===== src/hw/xbr_pkg.sv =====
/*
 * Constants shared by the crossbar route-enable block: register addresses,
 * field positions, reset values and the codes that name each routed function.
 * Assumes an 8-bit special-function register port with address and page.
 */
// Behaviour
// - First route register at 0xE1, page 0x0F, clears.
// - Bit 7 routes comparator B unsynchronized output.
// - Bit 6 routes comparator B synchronized output.
// - Bit 5 routes comparator A unsynchronized output.
// - Bit 4 routes comparator A synchronized output.
// - Bit 3 routes both two-wire bus signals.
// - Bit 2 routes serial peripheral, three or four pins.
// - Bit 1 puts fieldbus TX/RX on P0.6/P0.7.
// - Bit 0 puts async serial TX/RX on P0.4/P0.5.
// - Second route register at 0xE2, page 0x0F, clears.
// - Bit 7 routes timer B external input.
// - Bit 6 routes timer A external input.
// - Bit 5 routes counter array external input.
// - Bits 4:2 route first N count module pins.
// - Bit 1 routes system clock output.
// - Crossbar disabled keeps pins plain inputs.
// - Fixed serial pairs always claim both pins; two-wire SDA can take the last free pin, leaving SCL unplaced.
// - Slave select pin follows serial wire mode.
// - Leftover non-skipped pins stay standard port I/O.
package xbr_pkg;

    // Register map (address and page)
    localparam logic [7:0] XBR_ROUTE_A_ADDR   = 8'hE1;
    localparam logic [7:0] XBR_ROUTE_B_ADDR   = 8'hE2;
    localparam logic [7:0] XBR_ROUTE_PAGE     = 8'h0F;
    localparam logic [7:0] XBR_ROUTE_A_RESET  = 8'h00;
    localparam logic [7:0] XBR_ROUTE_B_RESET  = 8'h00;
    localparam logic [7:0] XBR_UNMAPPED_READ  = 8'h00;

    // First route register fields
    localparam int XBR_A_CMP1_ASYNC = 7;
    localparam int XBR_A_CMP1_SYNC  = 6;
    localparam int XBR_A_CMP0_ASYNC = 5;
    localparam int XBR_A_CMP0_SYNC  = 4;
    localparam int XBR_A_TWOWIRE    = 3;
    localparam int XBR_A_SERIAL     = 2;
    localparam int XBR_A_FIELDBUS   = 1;
    localparam int XBR_A_ASYNC_SER  = 0;

    // Second route register fields
    localparam int XBR_B_TIMER_B    = 7;
    localparam int XBR_B_TIMER_A    = 6;
    localparam int XBR_B_EXT_IN     = 5;
    localparam int XBR_B_MOD_HI     = 4;
    localparam int XBR_B_MOD_LO     = 2;
    localparam int XBR_B_CLOCK_OUT  = 1;
    localparam logic [2:0] XBR_MOD_MAX = 3'h6;

    // Fixed pin positions of the paired serial links
    localparam int XBR_PIN_ASYNC_TX = 4;
    localparam int XBR_PIN_ASYNC_RX = 5;
    localparam int XBR_PIN_FIELD_TX = 6;
    localparam int XBR_PIN_FIELD_RX = 7;

    // Function codes shown per pin; order of the flexible ones is priority
    localparam int XBR_FN_W = 5;
    localparam logic [4:0] FN_GPIO        = 5'h00;
    localparam logic [4:0] FN_ASYNC_TX    = 5'h01;
    localparam logic [4:0] FN_ASYNC_RX    = 5'h02;
    localparam logic [4:0] FN_FIELD_TX    = 5'h03;
    localparam logic [4:0] FN_FIELD_RX    = 5'h04;
    localparam logic [4:0] FN_SER_SCK     = 5'h05;
    localparam logic [4:0] FN_SER_MISO    = 5'h06;
    localparam logic [4:0] FN_SER_MOSI    = 5'h07;
    localparam logic [4:0] FN_SER_NSS     = 5'h08;
    localparam logic [4:0] FN_TW_SDA      = 5'h09;
    localparam logic [4:0] FN_TW_SCL      = 5'h0A;
    localparam logic [4:0] FN_CMP_A_SYNC  = 5'h0B;
    localparam logic [4:0] FN_CMP_A_ASYNC = 5'h0C;
    localparam logic [4:0] FN_CMP_B_SYNC  = 5'h0D;
    localparam logic [4:0] FN_CMP_B_ASYNC = 5'h0E;
    localparam logic [4:0] FN_CLOCK_OUT   = 5'h0F;
    localparam logic [4:0] FN_MOD_PIN_0   = 5'h10;
    localparam logic [4:0] FN_EXT_IN      = 5'h16;
    localparam logic [4:0] FN_TIMER_A     = 5'h17;
    localparam logic [4:0] FN_TIMER_B     = 5'h18;
    localparam int XBR_FN_FIRST_FLEX = 5;
    localparam int XBR_FN_COUNT      = 25;

    // Wire-mode code that means three-wire (no slave select pin)
    localparam logic [1:0] XBR_SER_THREE_WIRE = 2'h0;

endpackage


===== src/hw/xbr_route.sv =====
/*
 * Crossbar peripheral route enables: two special-function registers and the
 * priority decoder that turns them into a function code for every port pin.
 * Assumes the special-function register port, the skip mask, the global
 * crossbar enable and the serial wire mode all come from logic on I_CLK.
 */
`timescale 1ns/1ps

module xbr_route
    import xbr_pkg::*;
#(
    parameter int PIN_COUNT = 16
)
(
    input  wire logic                           I_CLK,
    input  wire logic                           I_RST,
    input  wire logic [7:0]                     I_SFR_ADDR,
    input  wire logic [7:0]                     I_SFR_PAGE,
    input  wire logic                           I_SFR_WR,
    input  wire logic                           I_SFR_RD,
    input  wire logic [7:0]                     I_SFR_WDATA,
    input  wire logic                           I_CROSSBAR_GLOBAL_ENABLE,
    input  wire logic [1:0]                     I_SERIAL_SLAVE_SELECT_MODE,
    input  wire logic [PIN_COUNT-1:0]           I_PIN_SKIP,
    output logic [7:0]                          O_SFR_RDATA,
    output logic [7:0]                          O_ROUTE_SELECT_A,
    output logic [7:0]                          O_ROUTE_SELECT_B,
    output logic [PIN_COUNT*XBR_FN_W-1:0]       O_PIN_FUNC,
    output logic                                O_PORT_OUTPUT_ALLOW
);
    import xbr_pkg::*;

    // Register state
    logic [7:0]                     route_a_q;      // First route register
    logic [7:0]                     route_a_d;
    logic [7:0]                     route_b_q;      // Second route register
    logic [7:0]                     route_b_d;
    logic [7:0]                     rdata_q;        // Read data held for the core
    logic [7:0]                     rdata_d;

    // Decoder state
    logic [PIN_COUNT*XBR_FN_W-1:0]  pin_func_q;     // Registered pin map
    logic [PIN_COUNT*XBR_FN_W-1:0]  pin_func_d;
    logic                           out_allow_q;    // Output drivers permitted
    logic                           out_allow_d;
    logic [XBR_FN_COUNT-1:0]        want;           // Functions asking for a pin

    // Address match on both address and page
    function automatic logic sfr_hit(input logic [7:0] addr, input logic [7:0] page,
                                     input logic [7:0] target);
        sfr_hit = (addr == target) && (page == XBR_ROUTE_PAGE);
    endfunction

    // Register next values; a write replaces all eight bits
    always_comb
    begin
        route_a_d = route_a_q;
        route_b_d = route_b_q;
        rdata_d   = rdata_q;
        if (I_SFR_WR && sfr_hit(I_SFR_ADDR, I_SFR_PAGE, XBR_ROUTE_A_ADDR))
        begin
            route_a_d = I_SFR_WDATA;
        end
        if (I_SFR_WR && sfr_hit(I_SFR_ADDR, I_SFR_PAGE, XBR_ROUTE_B_ADDR))
        begin
            // Reserved bit 0 is stored as written; software keeps it zero
            route_b_d = I_SFR_WDATA;
        end
        if (I_SFR_RD)
        begin
            if (sfr_hit(I_SFR_ADDR, I_SFR_PAGE, XBR_ROUTE_A_ADDR))
            begin
                rdata_d = route_a_q;
            end
            else if (sfr_hit(I_SFR_ADDR, I_SFR_PAGE, XBR_ROUTE_B_ADDR))
            begin
                rdata_d = route_b_q;
            end
            else
            begin
                // Unmapped reads answer a defined zero
                rdata_d = XBR_UNMAPPED_READ;
            end
        end
    end

    // Register flops; both route registers clear at reset
    always_ff @(posedge I_CLK or posedge I_RST)
    begin
        if (I_RST)
        begin
            route_a_q <= XBR_ROUTE_A_RESET;
            route_b_q <= XBR_ROUTE_B_RESET;
            rdata_q   <= XBR_UNMAPPED_READ;
        end
        else
        begin
            route_a_q <= route_a_d;
            route_b_q <= route_b_d;
            rdata_q   <= rdata_d;
        end
    end

    // Which flexible functions request a pin, indexed by function code
    always_comb
    begin
        logic [2:0] mods;
        mods = route_b_q[XBR_B_MOD_HI:XBR_B_MOD_LO];
        // Reserved code is treated as all six modules rather than garbage
        if (mods > XBR_MOD_MAX)
        begin
            mods = XBR_MOD_MAX;
        end
        want = '0;
        // Serial peripheral: clock and data always, select per wire mode
        want[FN_SER_SCK]  = route_a_q[XBR_A_SERIAL];
        want[FN_SER_MISO] = route_a_q[XBR_A_SERIAL];
        want[FN_SER_MOSI] = route_a_q[XBR_A_SERIAL];
        want[FN_SER_NSS]  = route_a_q[XBR_A_SERIAL]
                          && (I_SERIAL_SLAVE_SELECT_MODE != XBR_SER_THREE_WIRE);
        // Two-wire bus requests both its pins; each is placed on its own
        want[FN_TW_SDA]      = route_a_q[XBR_A_TWOWIRE];
        want[FN_TW_SCL]      = route_a_q[XBR_A_TWOWIRE];
        want[FN_CMP_A_SYNC]  = route_a_q[XBR_A_CMP0_SYNC];
        want[FN_CMP_A_ASYNC] = route_a_q[XBR_A_CMP0_ASYNC];
        want[FN_CMP_B_SYNC]  = route_a_q[XBR_A_CMP1_SYNC];
        want[FN_CMP_B_ASYNC] = route_a_q[XBR_A_CMP1_ASYNC];
        want[FN_CLOCK_OUT]   = route_b_q[XBR_B_CLOCK_OUT];
        // Module pins 0 to N-1 for field value N
        for (int m = 0; m < 6; m++)
        begin
            want[int'(FN_MOD_PIN_0) + m] = (3'(m) < mods);
        end
        want[FN_EXT_IN]  = route_b_q[XBR_B_EXT_IN];
        want[FN_TIMER_A] = route_b_q[XBR_B_TIMER_A];
        want[FN_TIMER_B] = route_b_q[XBR_B_TIMER_B];
    end

    // Priority decoder: walk the pins in order, giving each free one the
    // highest-priority function still waiting. O(pins x functions) gates,
    // traded for a result that settles in one cycle.
    always_comb
    begin
        logic [XBR_FN_COUNT-1:0] taken;
        logic [XBR_FN_W-1:0]     fn;
        logic                    fixed;
        logic                    found;
        taken       = '0;
        fn          = FN_GPIO;
        fixed       = 1'b0;
        found       = 1'b0;
        pin_func_d  = '0;
        out_allow_d = I_CROSSBAR_GLOBAL_ENABLE;
        for (int p = 0; p < PIN_COUNT; p++)
        begin
            fn    = FN_GPIO;
            fixed = 1'b0;
            // Async serial pair pinned for bootloading, skip mask ignored
            if (route_a_q[XBR_A_ASYNC_SER] && p == XBR_PIN_ASYNC_TX)
            begin
                fn    = FN_ASYNC_TX;
                fixed = 1'b1;
            end
            else if (route_a_q[XBR_A_ASYNC_SER] && p == XBR_PIN_ASYNC_RX)
            begin
                fn    = FN_ASYNC_RX;
                fixed = 1'b1;
            end
            else if (route_a_q[XBR_A_FIELDBUS] && p == XBR_PIN_FIELD_TX)
            begin
                fn    = FN_FIELD_TX;
                fixed = 1'b1;
            end
            else if (route_a_q[XBR_A_FIELDBUS] && p == XBR_PIN_FIELD_RX)
            begin
                fn    = FN_FIELD_RX;
                fixed = 1'b1;
            end
            // Skipped pins stay port I/O and are passed over
            if (!fixed && !I_PIN_SKIP[p])
            begin
                found = 1'b0;
                for (int f = XBR_FN_FIRST_FLEX; f < XBR_FN_COUNT; f++)
                begin
                    if (!found && want[f] && !taken[f])
                    begin
                        fn       = XBR_FN_W'(f);
                        taken[f] = 1'b1;
                        found    = 1'b1;
                    end
                end
                // Nothing left to place: pin continues as port I/O
            end
            // Disabled crossbar: every pin is plain port I/O in input mode
            if (!I_CROSSBAR_GLOBAL_ENABLE)
            begin
                fn = FN_GPIO;
            end
            pin_func_d[p*XBR_FN_W +: XBR_FN_W] = fn;
        end
    end

    // Decoder flops; pins come out of reset as plain inputs
    always_ff @(posedge I_CLK or posedge I_RST)
    begin
        if (I_RST)
        begin
            pin_func_q  <= '0;
            out_allow_q <= 1'b0;
        end
        else
        begin
            pin_func_q  <= pin_func_d;
            out_allow_q <= out_allow_d;
        end
    end

    // Outputs straight from flops
    assign O_SFR_RDATA         = rdata_q;
    assign O_ROUTE_SELECT_A    = route_a_q;
    assign O_ROUTE_SELECT_B    = route_b_q;
    assign O_PIN_FUNC          = pin_func_q;
    assign O_PORT_OUTPUT_ALLOW = out_allow_q;

endmodule


===== config.mk =====
export PLATFORM = sky130hd
export DESIGN_NAME = xbr_route
export DESIGN_NICKNAME = d
export VERILOG_FILES = /design/src/hw/xbr_pkg.sv /design/src/hw/xbr_route.sv
export SDC_FILE = /design/constraint.sdc
export NUM_CORES = 1
export LEC_CHECK = 0
export ABC_AREA = 1
export BUFFER_PORTS_ARGS = -buffer_cell sky130_fd_sc_hd__buf_2
export CAP_MARGIN = 20
export CORE_UTILIZATION = 35
export CTS_CLUSTER_DIAMETER = 30
export CTS_CLUSTER_SIZE = 10
export DETAILED_ROUTE_END_ITERATION = 10
export GPL_TIMING_DRIVEN = 0
export PLACE_DENSITY_LB_ADDON = 0.25
export RECOVER_POWER = 50
export SETUP_SLACK_MARGIN = 0.5
export SYNTH_ARGS = -nofsm -noshare
export SYNTH_HDL_FRONTEND = slang
export SYNTH_SLANG_ARGS = --single-unit
export TNS_END_PERCENT = 50

===== constraint.sdc =====
create_clock -name I_CLK -period 5.55 [get_ports I_CLK]
set_input_delay 0.555 -clock I_CLK [delete_from_list [all_inputs] [get_ports I_CLK]]
set_output_delay 0.555 -clock I_CLK [all_outputs]
set_load 0.1 [all_outputs]

After elaboration in Yosys (flattened, before gate mapping)
Index checks and enable logic that the tools add are counted.
{"block": "word_totals", "reg_bits": 105}
{"block": "op_classes", "mux": 1283, "eq_ne": 3, "reduce_logical": 1224, "order_cmp": 7}
{"operator": "$mux 5", "count": 335}
{"operator": "$mux 1", "count": 910}
{"operator": "$logic_and 1x1->1", "count": 613}
{"operator": "$logic_not 1->1", "count": 610}
{"operator": "$mux 20", "count": 15}
{"operator": "$mux 3", "count": 16}
{"operator": "$eq 8x8->1 const B", "count": 2}
{"operator": "$mux 8", "count": 2}
{"operator": "$mux 4", "count": 3}
{"operator": "$eq 8x4->1 const B", "count": 1}
{"operator": "$lt 1x3->1 const A", "count": 2}
{"operator": "$lt 2x3->1 const A", "count": 2}
{"operator": "$lt 3x3->1 const A", "count": 2}
{"operator": "$mux 2", "count": 2}
{"operator": "$gt 3x3->1 const B", "count": 1}
{"operator": "$reduce_bool 2->1", "count": 1}

Longest topological paths before layout
Gate-level depths: netlist of the first run.
{"block": "logic_depth", "ltp_word": 1564, "mapped_depth": 68, "mapped_depth_nobuf": 67}

Least setup slack after synthesis of the first run
Ideal clock, no wire load.
{"block": "synth_timing", "path_kind": "register -> register", "startpoint": "register route_a_q[3] (netlist: O_ROUTE_SELECT_A[3])", "endpoint": "register pin_func_q[74] (netlist: O_PIN_FUNC[74])", "path_stages_with_launch": 55, "arrival_time_ps": 6004, "path_slack_ps": -570, "setup_time_ps": 116, "cell_sequence": "dfrtp_1 > inv_2 > nor2_2 > nand2_1 > nand4_1 > o211ai_1 > inv_2 > nand3_1 > nand2_1 > clkinv_1 > a21oi_2 > o21ai_2 > nor2_2 > nand2_2 > inv_2 > nor2_4 > nand3_2 > nand2_2 > [... 19 more ...] > nand3_1 > nor2_8 > nand3_2 > and2_4 > nand2_2 > inv_2 > a21oi_4 > nand3_1 > nand2_1 > nor2_2 > o21ai_2 > inv_2 > nand2_4 > nor2_4 > nor2_1 > nand2_1 > nor2_1 > nor2_1"}
{"block": "synth_between", "elab_chain_cells": 135}
{"element": "start, declared", "line": "xbr_route.sv:34", "text": "logic [7:0] route_a_q;"}
{"element": "start signal, assigned", "line": "xbr_route.sv:98", "text": "route_a_q <= route_a_d;"}
{"element": "$logic_and 1x1->1", "line": "xbr_route.sv:185", "text": "if (!found && want[f] && !taken[f])"}
{"element": "$mux 1", "line": "xbr_route.sv:185"}
{"element": "$mux 20", "line": "xbr_route.sv:180", "text": "if (!fixed && !I_PIN_SKIP[p])"}
{"element": "$logic_not 1->1", "line": "xbr_route.sv:185"}
{"element": "$logic_and 1x1->1", "line": "xbr_route.sv:185"}
{"element": "$mux 1", "line": "xbr_route.sv:185"}
{"element": "$mux 20 / $mux 1 (equally long branches)", "line": "xbr_route.sv:180"}
{"element": "$logic_not 1->1", "line": "xbr_route.sv:185"}
{"element": "[... 120 more ...]"}
{"element": "$mux 1 (on tied branches)", "line": "xbr_route.sv:180, xbr_route.sv:185"}
{"element": "$logic_not 1->1 / $mux 20 (equally long branches)", "line": "xbr_route.sv:185, xbr_route.sv:180"}
{"element": "$logic_and 1x1->1 / $logic_not 1->1 (equally long branches)", "line": "xbr_route.sv:185"}
{"element": "$logic_and 1x1->1", "line": "xbr_route.sv:185"}
{"element": "$mux 5 *", "line": "xbr_route.sv:185"}
{"element": "$mux 5 *", "line": "xbr_route.sv:180"}
{"element": "$mux 5 *", "line": "xbr_route.sv:195", "text": "if (!I_CROSSBAR_GLOBAL_ENABLE)"}
{"element": "named net pin_func_d[74]", "line": "xbr_route.sv:43", "text": "logic [PIN_COUNT*XBR_FN_W-1:0] pin_func_d;"}
{"element": "end signal, assigned", "line": "xbr_route.sv:213", "text": "pin_func_q <= pin_func_d;"}
{"element": "end, declared", "line": "xbr_route.sv:42", "text": "logic [PIN_COUNT*XBR_FN_W-1:0] pin_func_q;"}
Mark *: on every way through the listed nets, which the timed path passes. The rest lies on a longest branch. The select of a mux whose other input is x is not followed.
A chain may end at the register's enable or synchronous reset.

Worst setup path in the final report of the first run
{"block": "layout_timing", "startpoint": "register route_a_q[2] (netlist: O_ROUTE_SELECT_A[2])", "endpoint": "register pin_func_q[67] (netlist: O_PIN_FUNC[67])"}
{"block": "layout_between", "elab_chain_cells": 150}
{"element": "$mux 1", "line": "xbr_route.sv:185"}
{"element": "$mux 20", "line": "xbr_route.sv:180"}
{"element": "$logic_not 1->1", "line": "xbr_route.sv:185"}
{"element": "$logic_and 1x1->1", "line": "xbr_route.sv:185"}
{"element": "$mux 1", "line": "xbr_route.sv:185"}
{"element": "$mux 20 / $mux 1 (equally long branches)", "line": "xbr_route.sv:180"}
{"element": "$logic_not 1->1", "line": "xbr_route.sv:185"}
{"element": "$logic_and 1x1->1", "line": "xbr_route.sv:185"}
{"element": "[... 135 more ...]"}
{"element": "$mux 1 (on tied branches)", "line": "xbr_route.sv:180, xbr_route.sv:185"}
{"element": "$logic_not 1->1 / $mux 20 (equally long branches)", "line": "xbr_route.sv:185, xbr_route.sv:180"}
{"element": "$logic_and 1x1->1 / $logic_not 1->1 (equally long branches)", "line": "xbr_route.sv:185"}
{"element": "$logic_and 1x1->1", "line": "xbr_route.sv:185"}
{"element": "$mux 5 *", "line": "xbr_route.sv:185"}
{"element": "$mux 5 *", "line": "xbr_route.sv:180"}
{"element": "$mux 5 *", "line": "xbr_route.sv:195"}
{"element": "named net pin_func_d[67]", "line": "xbr_route.sv:43"}
Marks and branches as above.

==> flow_summary_export.csv, run 1 <==
group,metric,value,unit
timing,post-route-min-period,6.52,ns
grt,maximum_number_of_pins_on_one_net_before_global_route_repair,61,
worst_setup_path,critical_path_peak_fanout,6,
synth,syn_inst,2206,
clock_tree,clkLatencyLatePin,0.40,ns
floorplan,fp-row-count,70,
timing,final_min_period_over_clock_period,118,%
floorplan,core_area,0.0367,mm2
worst_setup_path,crit_path_largest_cell_delay,0.46,ns
place,preCtsSetupSlack,-1.29,ns
drt,detailedRoute.firstIterationViolations,1612,
synth,postSynthRegisterBits,105,
synth,avg_inst_size_synth,5.94,um2
clock_tree,clockRootBuffer,"clkbuf_16",
timing,worst_slew_margin_rel,-101,%
timing,final-setup-viol-count,43,
worst_hold_path,timing.hold.worst.start,"I_SFR_WDATA[3]",
grt,first_global_vias,15200,
worst_setup_path,setup.worst_path.start_class,"flip-flop",
final_layout,multiInputGateArea,0.0107,mm2
place,port-buffer-count,147,
pwr,share_seq_of_total_power,46.2,%
drt,drt-total-wl,57500,um
clock_tree,path_clk_slew,0.07,ns
clock_tree,cts.path.max_buffers,2,
pwr,cellInternalPower,1.18,mW
floorplan,initial_utilization,35.7,%
timing,finalMaxSlewViolations,108,
pwr,netsw,0.493,mW
synth,syn-cell-area,0.0131,mm2
pwr,pwr-share-clk,40.5,%
grt,number_of_antenna_violations_at_the_first_check_in_global_routing,1,
floorplan,die_area,0.0382,mm2
timing,max_freq,0.153,GHz
synth,ys_async_sr_fraction,100,%
final_layout,final-seq-area,0.00264,mm2
grt,grt_pass1_wl,84600,um
timing,hold_slack,0.427,ns
clock_tree,count_of_clock_tree_sinks,105,
worst_setup_path,cp-startpoint,"O_ROUTE_SELECT_A[2]",
final_layout,layout_common_cells,"nand2_1, buf_4, inv_1",
drt,route.vias.total,17100,
final_layout,final_layout_size_suffix_gt1_share,45.4,%
timing,tightest_slew,3.01,ns
pwr,switching_share,29.5,%
drt,vias_per_cell,5.45,
worst_setup_path,setup.worst_path.class,"flip-flop to flip-flop",
worst_setup_path,cp-end-kind,"flip-flop",
drt,avgRoutedWirePerCell,18.4,um
synth,postSynth.topFlopCell,"dfrtp_1",
clock_tree,cts-buffers-inserted,9,
worst_setup_path,arrival,6.77,ns
clock_tree,cts_htree_levels,3,
worst_setup_path,worst_path_most_repeated_cell,"nand2_2",
floorplan,ios,152,
pwr,combinational_power_share,13.3,%
pwr,p_total,1.67,mW
final_layout,fill_cells,3590,
status,violations,"max-capacitance violations, max-slew violations, negative setup slack",
timing,timing.clock.skew,0.0142,ns
place,place.gp.congestion,0.971,
synth,synth.yosys.seq_area_share,20.0,%
worst_setup_path,timing.critical_path.buf_inv,14,
timing,unrepaired_setup_endpoints_after_global_routing,"true",
clock_tree,cts_hold_repair.buffers,0,
synth,post_synth_main_area_contributors,"dfrtp_1, nand2_1, nor2_1",
floorplan,overall_die_width,196,um
timing,report.final.hold_viol_count,0,
drt,drc,0,
synth,post_synth_edffs,0,
status,status,"finished, violations left",
worst_hold_path,min-delay-path-class,"input pin to flip-flop",
pwr,p_leak,9.76,nW
timing,finalWorstSetupSlack,-0.973,ns
pwr,powerDensity,87.0,mW/mm2
worst_setup_path,r2r-start,"O_ROUTE_SELECT_A[2]",
worst_setup_path,worstPathRequired,5.79,ns
floorplan,die-height,196,um
worst_setup_path,crit_slowest_cell,"dfrtp_2",
run,drv.max_cap_violation_count,2,
worst_setup_path,critPathTopFamily,"simple AND/OR/NAND/NOR gates",
final_layout,final_common_cell,"nand2_1",
synth,synthesized_nets,2253,
synth,synthDistinctLibCells,62,
final_layout,final_core_util,52.3,%
synth,synth.yosys.warnings,0,
synth,post-synth-top-area-cell,"dfrtp_1",
place,post_dp_hpwl,42300,um
grt,grt_total_ovfl,0,
final_layout,layout.nets,2705,
clock_tree,clock_tree_from_tritoncts,"yes",
grt,grt_util_all_layers,28.8,%
final_layout,area_delta_synth_final,46.4,%
drt,ant_nets,0,
pwr,vdd.ir_drop.worst,0.142,mV
synth,post_synth_top_area_share,20.0,%
drt,dr.pass1.iters,6,
## per-layer routing
layer,part of all wire [%],GRT usage (%),routed length (um),vias to the layer above
li1,-,-,-,8177
met1,45,41.1,26100,8026
met2,42,42.4,24400,750
met3,9.1,6.13,5220,103
met4,3.1,9.80,1780,0
met5,0,0,0,-
## through the flow
stage                     setup TNS (ns)  instance area (um2)  instances
final                             -27.36                19200       3131
after global routing              -43.59                19200       3130
after CTS                         -15.22                17500       3040
after detailed placement          -40.28                14700       2823
after global placement            -36.10                14700       2821
after floorplan                    -1.76                13300       2206
## worst register-to-register path, delay by kind of cell (launching register included)
kind            cells  cell delay [ns]
flops               1             0.46
compound gates      8             1.53
buf+inv            14             1.11
simple gates       34             3.27
## cells in the mapped netlist (23+ instances only)
cell type / n
o21ai_0: 56
nor2_2: 60
dfrtp_1: 105
nand2_2: 71
nand4_1: 108
inv_2: 83
nor2_1: 282
inv_1: 275
nand2_1: 479
a311oi_1: 23
buf_2: 43
nand3_1: 187
nand3_2: 40
a21oi_1: 67
o21ai_1: 30
nor3_1: 41
## cell families after synthesis
| logic type | count (synthesis) | share of synthesized area, % |
|---|---|---|
| flops | 105 | 20.0 |
| simple gates | 1344 | 50.4 |
| compound gates | 304 | 15.7 |
| buf+inv | 453 | 13.9 |
## flip-flops by register name, indices dropped and copies added, names as in the netlist
register and flops:
O_ROUTE_SELECT_A 8, O_PIN_FUNC 80, O_SFR_RDATA 8, O_ROUTE_SELECT_B 8
O_PORT_OUTPUT_ALLOW 1
## final cells by class
cell class	instances	area share, %
clock inverter	4	0.267
inverter	377	7.64
sequential	105	13.8
multi-input combinational	1648	55.9
buffer	76	2.16
tap	468	3.05
timing repair buffer	441	15.9
clock buffer	11	1.26
antenna	1	0.0130
## path summary, 6_finish.rpt
kind                                  endpoint  slack, ns  depth (start not counted)
min in group asynchronous       O_PIN_FUNC[10]       0.70                          2
hold reg to reg                 O_SFR_RDATA[0]       0.49                          2
setup reg to reg                O_PIN_FUNC[67]      -0.97                         56
setup / recovery                O_PIN_FUNC[67]      -0.97                         56
max in group asynchronous       O_PIN_FUNC[74]       1.28                          3
hold / removal             O_ROUTE_SELECT_A[3]       0.43                          3
## power groups by stage
stage | Clock (mW) | Combinational (mW) | Sequential (mW)
CTS | 0.695 | 0.206 | 0.771
global route | 0.721 | 0.237 | 0.771
floorplan | 0 | 0.0894 | 0.819
detailed placement | 0 | 0.195 | 0.786
finish | 0.676 | 0.223 | 0.771
global placement | 0 | 0.190 | 0.786
## what timing repair did
item,CTS,global route
cloned,1,0
gates resized for setup,237,273
endpoints found under the hold margin,0,0
setup endpoints to repair,60,62
pin swaps,109,166
buffers inserted,201,89
No activity file was read; power rests on OpenSTA's default activity.
==> inputs of run 2 (changes only) <==
--- a/config.mk
+++ b/config.mk
@@ -13,7 +13,7 @@
 export CTS_CLUSTER_SIZE = 10
 export DETAILED_ROUTE_END_ITERATION = 10
 export GPL_TIMING_DRIVEN = 0
-export PLACE_DENSITY_LB_ADDON = 0.25
+export PLACE_DENSITY = 0.53
 export RECOVER_POWER = 50
 export SETUP_SLACK_MARGIN = 0.5
 export SYNTH_ARGS = -nofsm -noshare
==> run 2 against run 1 <==
Against the previous run:
- the run still ends with max-capacitance violations, max-slew violations, negative setup slack left
- clock power up 9.9%
- worst hold slack worse by 0.047 ns
- fmax up 1.6%
- clock skew down 0.00068 ns
- wire length down 1.5%
- critical endpoint unchanged
- largest power group unchanged
- highest routed layer unchanged
==> flow_summary_export.csv, run 2 (synthesis gave the netlist of run 1 again) <==
group,metric,value,unit
clock_tree,cts.path.max_buffers,2,
worst_setup_path,setup.worst_path.start_class,"flip-flop",
timing,hold_slack,0.380,ns
pwr,p_leak,9.52,nW
final_layout,layout_common_cells,"nand2_1, inv_1, buf_4",
floorplan,ios,152,
drt,route.vias.total,16600,
pwr,vdd.ir_drop.worst,0.162,mV
timing,finalMaxSlewViolations,108,
worst_setup_path,worstPathRequired,5.81,ns
final_layout,final_cell_count_no_fill,3075,
clock_tree,cts-buffers-inserted,9,
floorplan,fp-row-count,70,
worst_setup_path,worst_case_reg_to_reg_path_depth,48,
floorplan,overall_die_width,196,um
worst_setup_path,timing.reg2reg.setup_slack,-0.87,ns
worst_setup_path,timing.critical_path.buf_inv,8,
clock_tree,clkLatencyLatePin,0.40,ns
timing,timing.clock.skew,0.0135,ns
grt,grt_total_ovfl,0,
drt,drt-total-wl,56600,um
status,status,"finished, violations left",
final_layout,fill_cells,3735,
timing,worst_slew_margin_rel,-116,%
grt,maximum_number_of_pins_on_one_net_before_global_route_repair,64,
worst_setup_path,r2r-start,"O_ROUTE_SELECT_A[2]",
worst_hold_path,min-delay-path-class,"input pin to flip-flop",
timing,final-setup-viol-count,40,
place,preCtsSetupSlack,-1.39,ns
timing,max_freq,0.156,GHz
worst_hold_path,timing.hold.worst_path_depth,1,
grt,grt_pass1_wl,85400,um
place,place.gp.congestion,0.957,
worst_setup_path,setup.worst_path.class,"flip-flop to flip-flop",
timing,finalWorstSetupSlack,-0.872,ns
place,post_dp_hpwl,43700,um
timing,report.final.hold_viol_count,0,
worst_setup_path,arrival,6.68,ns
floorplan,core_area,0.0367,mm2
final_layout,layout.nets,2647,
worst_setup_path,worstReg2RegEnd,"O_PIN_FUNC[67]",
floorplan,die-height,196,um
grt,number_of_antenna_violations_at_the_first_check_in_global_routing,1,
place,port-buffer-count,147,
worst_hold_path,holdPathEnd,"O_PORT_OUTPUT_ALLOW",
clock_tree,path_clk_slew,0.08,ns
drt,avgRoutedWirePerCell,18.4,um
floorplan,die_area,0.0382,mm2
final_layout,area_delta_synth_final,41.7,%
worst_setup_path,critical_path_peak_fanout,8,
timing,unrepaired_setup_endpoints_after_global_routing,"true",
worst_setup_path,crit_slowest_cell,"dfrtp_2",
worst_setup_path,worst_path_most_repeated_cell,"nand2_2",
clock_tree,cts_htree_levels,3,
timing,final.setup.tns,-22.13,ns
floorplan,initial_utilization,35.7,%
worst_setup_path,critPathTopFamily,"simple AND/OR/NAND/NOR gates",
final_layout,final_common_cell,"nand2_1",
drt,dr.pass1.iters,5,
worst_hold_path,timing.hold.worst.start,"I_CROSSBAR_GLOBAL_ENABLE",
grt,grt_util_all_layers,29.0,%
pwr,powerDensity,93.2,mW/mm2
worst_setup_path,cp-end-kind,"flip-flop",
status,violations,"max-capacitance violations, max-slew violations, negative setup slack",
clock_tree,clockRootBuffer,"clkbuf_16",
run,drv.max_cap_violation_count,2,
place,placed_cells_incl_taps,2823,
timing,tightest_slew,3.23,ns
timing,final_min_period_over_clock_period,116,%
drt,ant_nets,0,
timing,post-route-min-period,6.42,ns
drt,detailedRoute.firstIterationViolations,1299,
drt,vias_per_cell,5.40,
final_layout,final_layout_size_suffix_gt1_share,43.0,%
grt,first_global_vias,15100,
drt,drc,0,
clock_tree,clock_tree_from_tritoncts,"yes",
clock_tree,count_of_clock_tree_sinks,105,
final_layout,max_ffs_per_register,80,
worst_setup_path,crit_path_largest_cell_delay,0.55,ns
[run 2: worst max-delay path by stage]
stage / startpoint / end / slack [ns] / cells past startpoint
floorplan: O_ROUTE_SELECT_A[2] / O_PIN_FUNC[77] / -0.17 / 58
global placement: I_PIN_SKIP[3] / O_PIN_FUNC[68] / -1.28 / 54
detailed placement: I_PIN_SKIP[3] / O_PIN_FUNC[68] / -1.39 / 56
CTS: O_ROUTE_SELECT_A[2] / O_PIN_FUNC[68] / -0.62 / 55
global route: O_ROUTE_SELECT_A[2] / O_PIN_FUNC[76] / -1.36 / 56
finish: O_ROUTE_SELECT_A[2] / O_PIN_FUNC[67] / -0.87 / 48
[run 2: where the power goes]
| group | switching (mW) | leakage, nW | internal [mW] |
|---|---|---|---|
| Combinational | 0.173 | 7.92 | 0.0444 |
| Clock | 0.342 | 0.164 | 0.402 |
| Sequential | 0.00205 | 1.44 | 0.769 |
| Total | 0.517 | 9.52 | 1.21 |
[run 2: cell type report]
class	instances	area (um2)	share of cell area (%)
multi-input cells	1648	10600	57.0
well taps	468	586	3.15
plain buffers	76	418	2.25
inverters	377	1450	7.81
flip-flops and latches	105	2640	14.2
clock buffers	9	225	1.21
repair buffers	383	2560	13.8
clock inverters	7	101	0.546
diodes	2	5.00	0.0269
[run 2: worst register-to-register path, delay by kind of cell, from the launching register on]
kind                   cells  cell delay [ns]
AND/OR/NAND/NOR           26             2.83
buffers and inverters      8             0.72
flip-flops                 1             0.55
AO/OA/AOI/OAI             14             2.17
[run 2: layer usage]
| layer | wire [um] | up-vias | global-route usage (%) |
|---|---|---|---|
| li1 | - | 8084 | - |
| met1 | 27700 | 7827 | 43.7 |
| met2 | 23300 | 612 | 41.8 |
| met3 | 4440 | 76 | 4.78 |
| met4 | 1210 | 0 | 8.46 |
| met5 | 0 | - | 0 |
[run 2: timing repair]
action,4_1_cts,5_1_grt
pin swaps,83,143
setup buffers,174,58
resized for setup,249,201
hold buffers,0,0
gates cloned,1,0
setup endpoints to repair,60,62
[run 2: per-stage QoR]
stage / utilization [%] / area, um2 / power [mW]
final: 50.6 / 18600 / 1.73
after global routing: 50.6 / 18600 / 1.79
after CTS: 47.4 / 17400 / 1.74
after detailed placement: 40.1 / 14700 / 0.982
after global placement: 40.0 / 14700 / 0.977
after floorplan: - / 13300 / 0.908
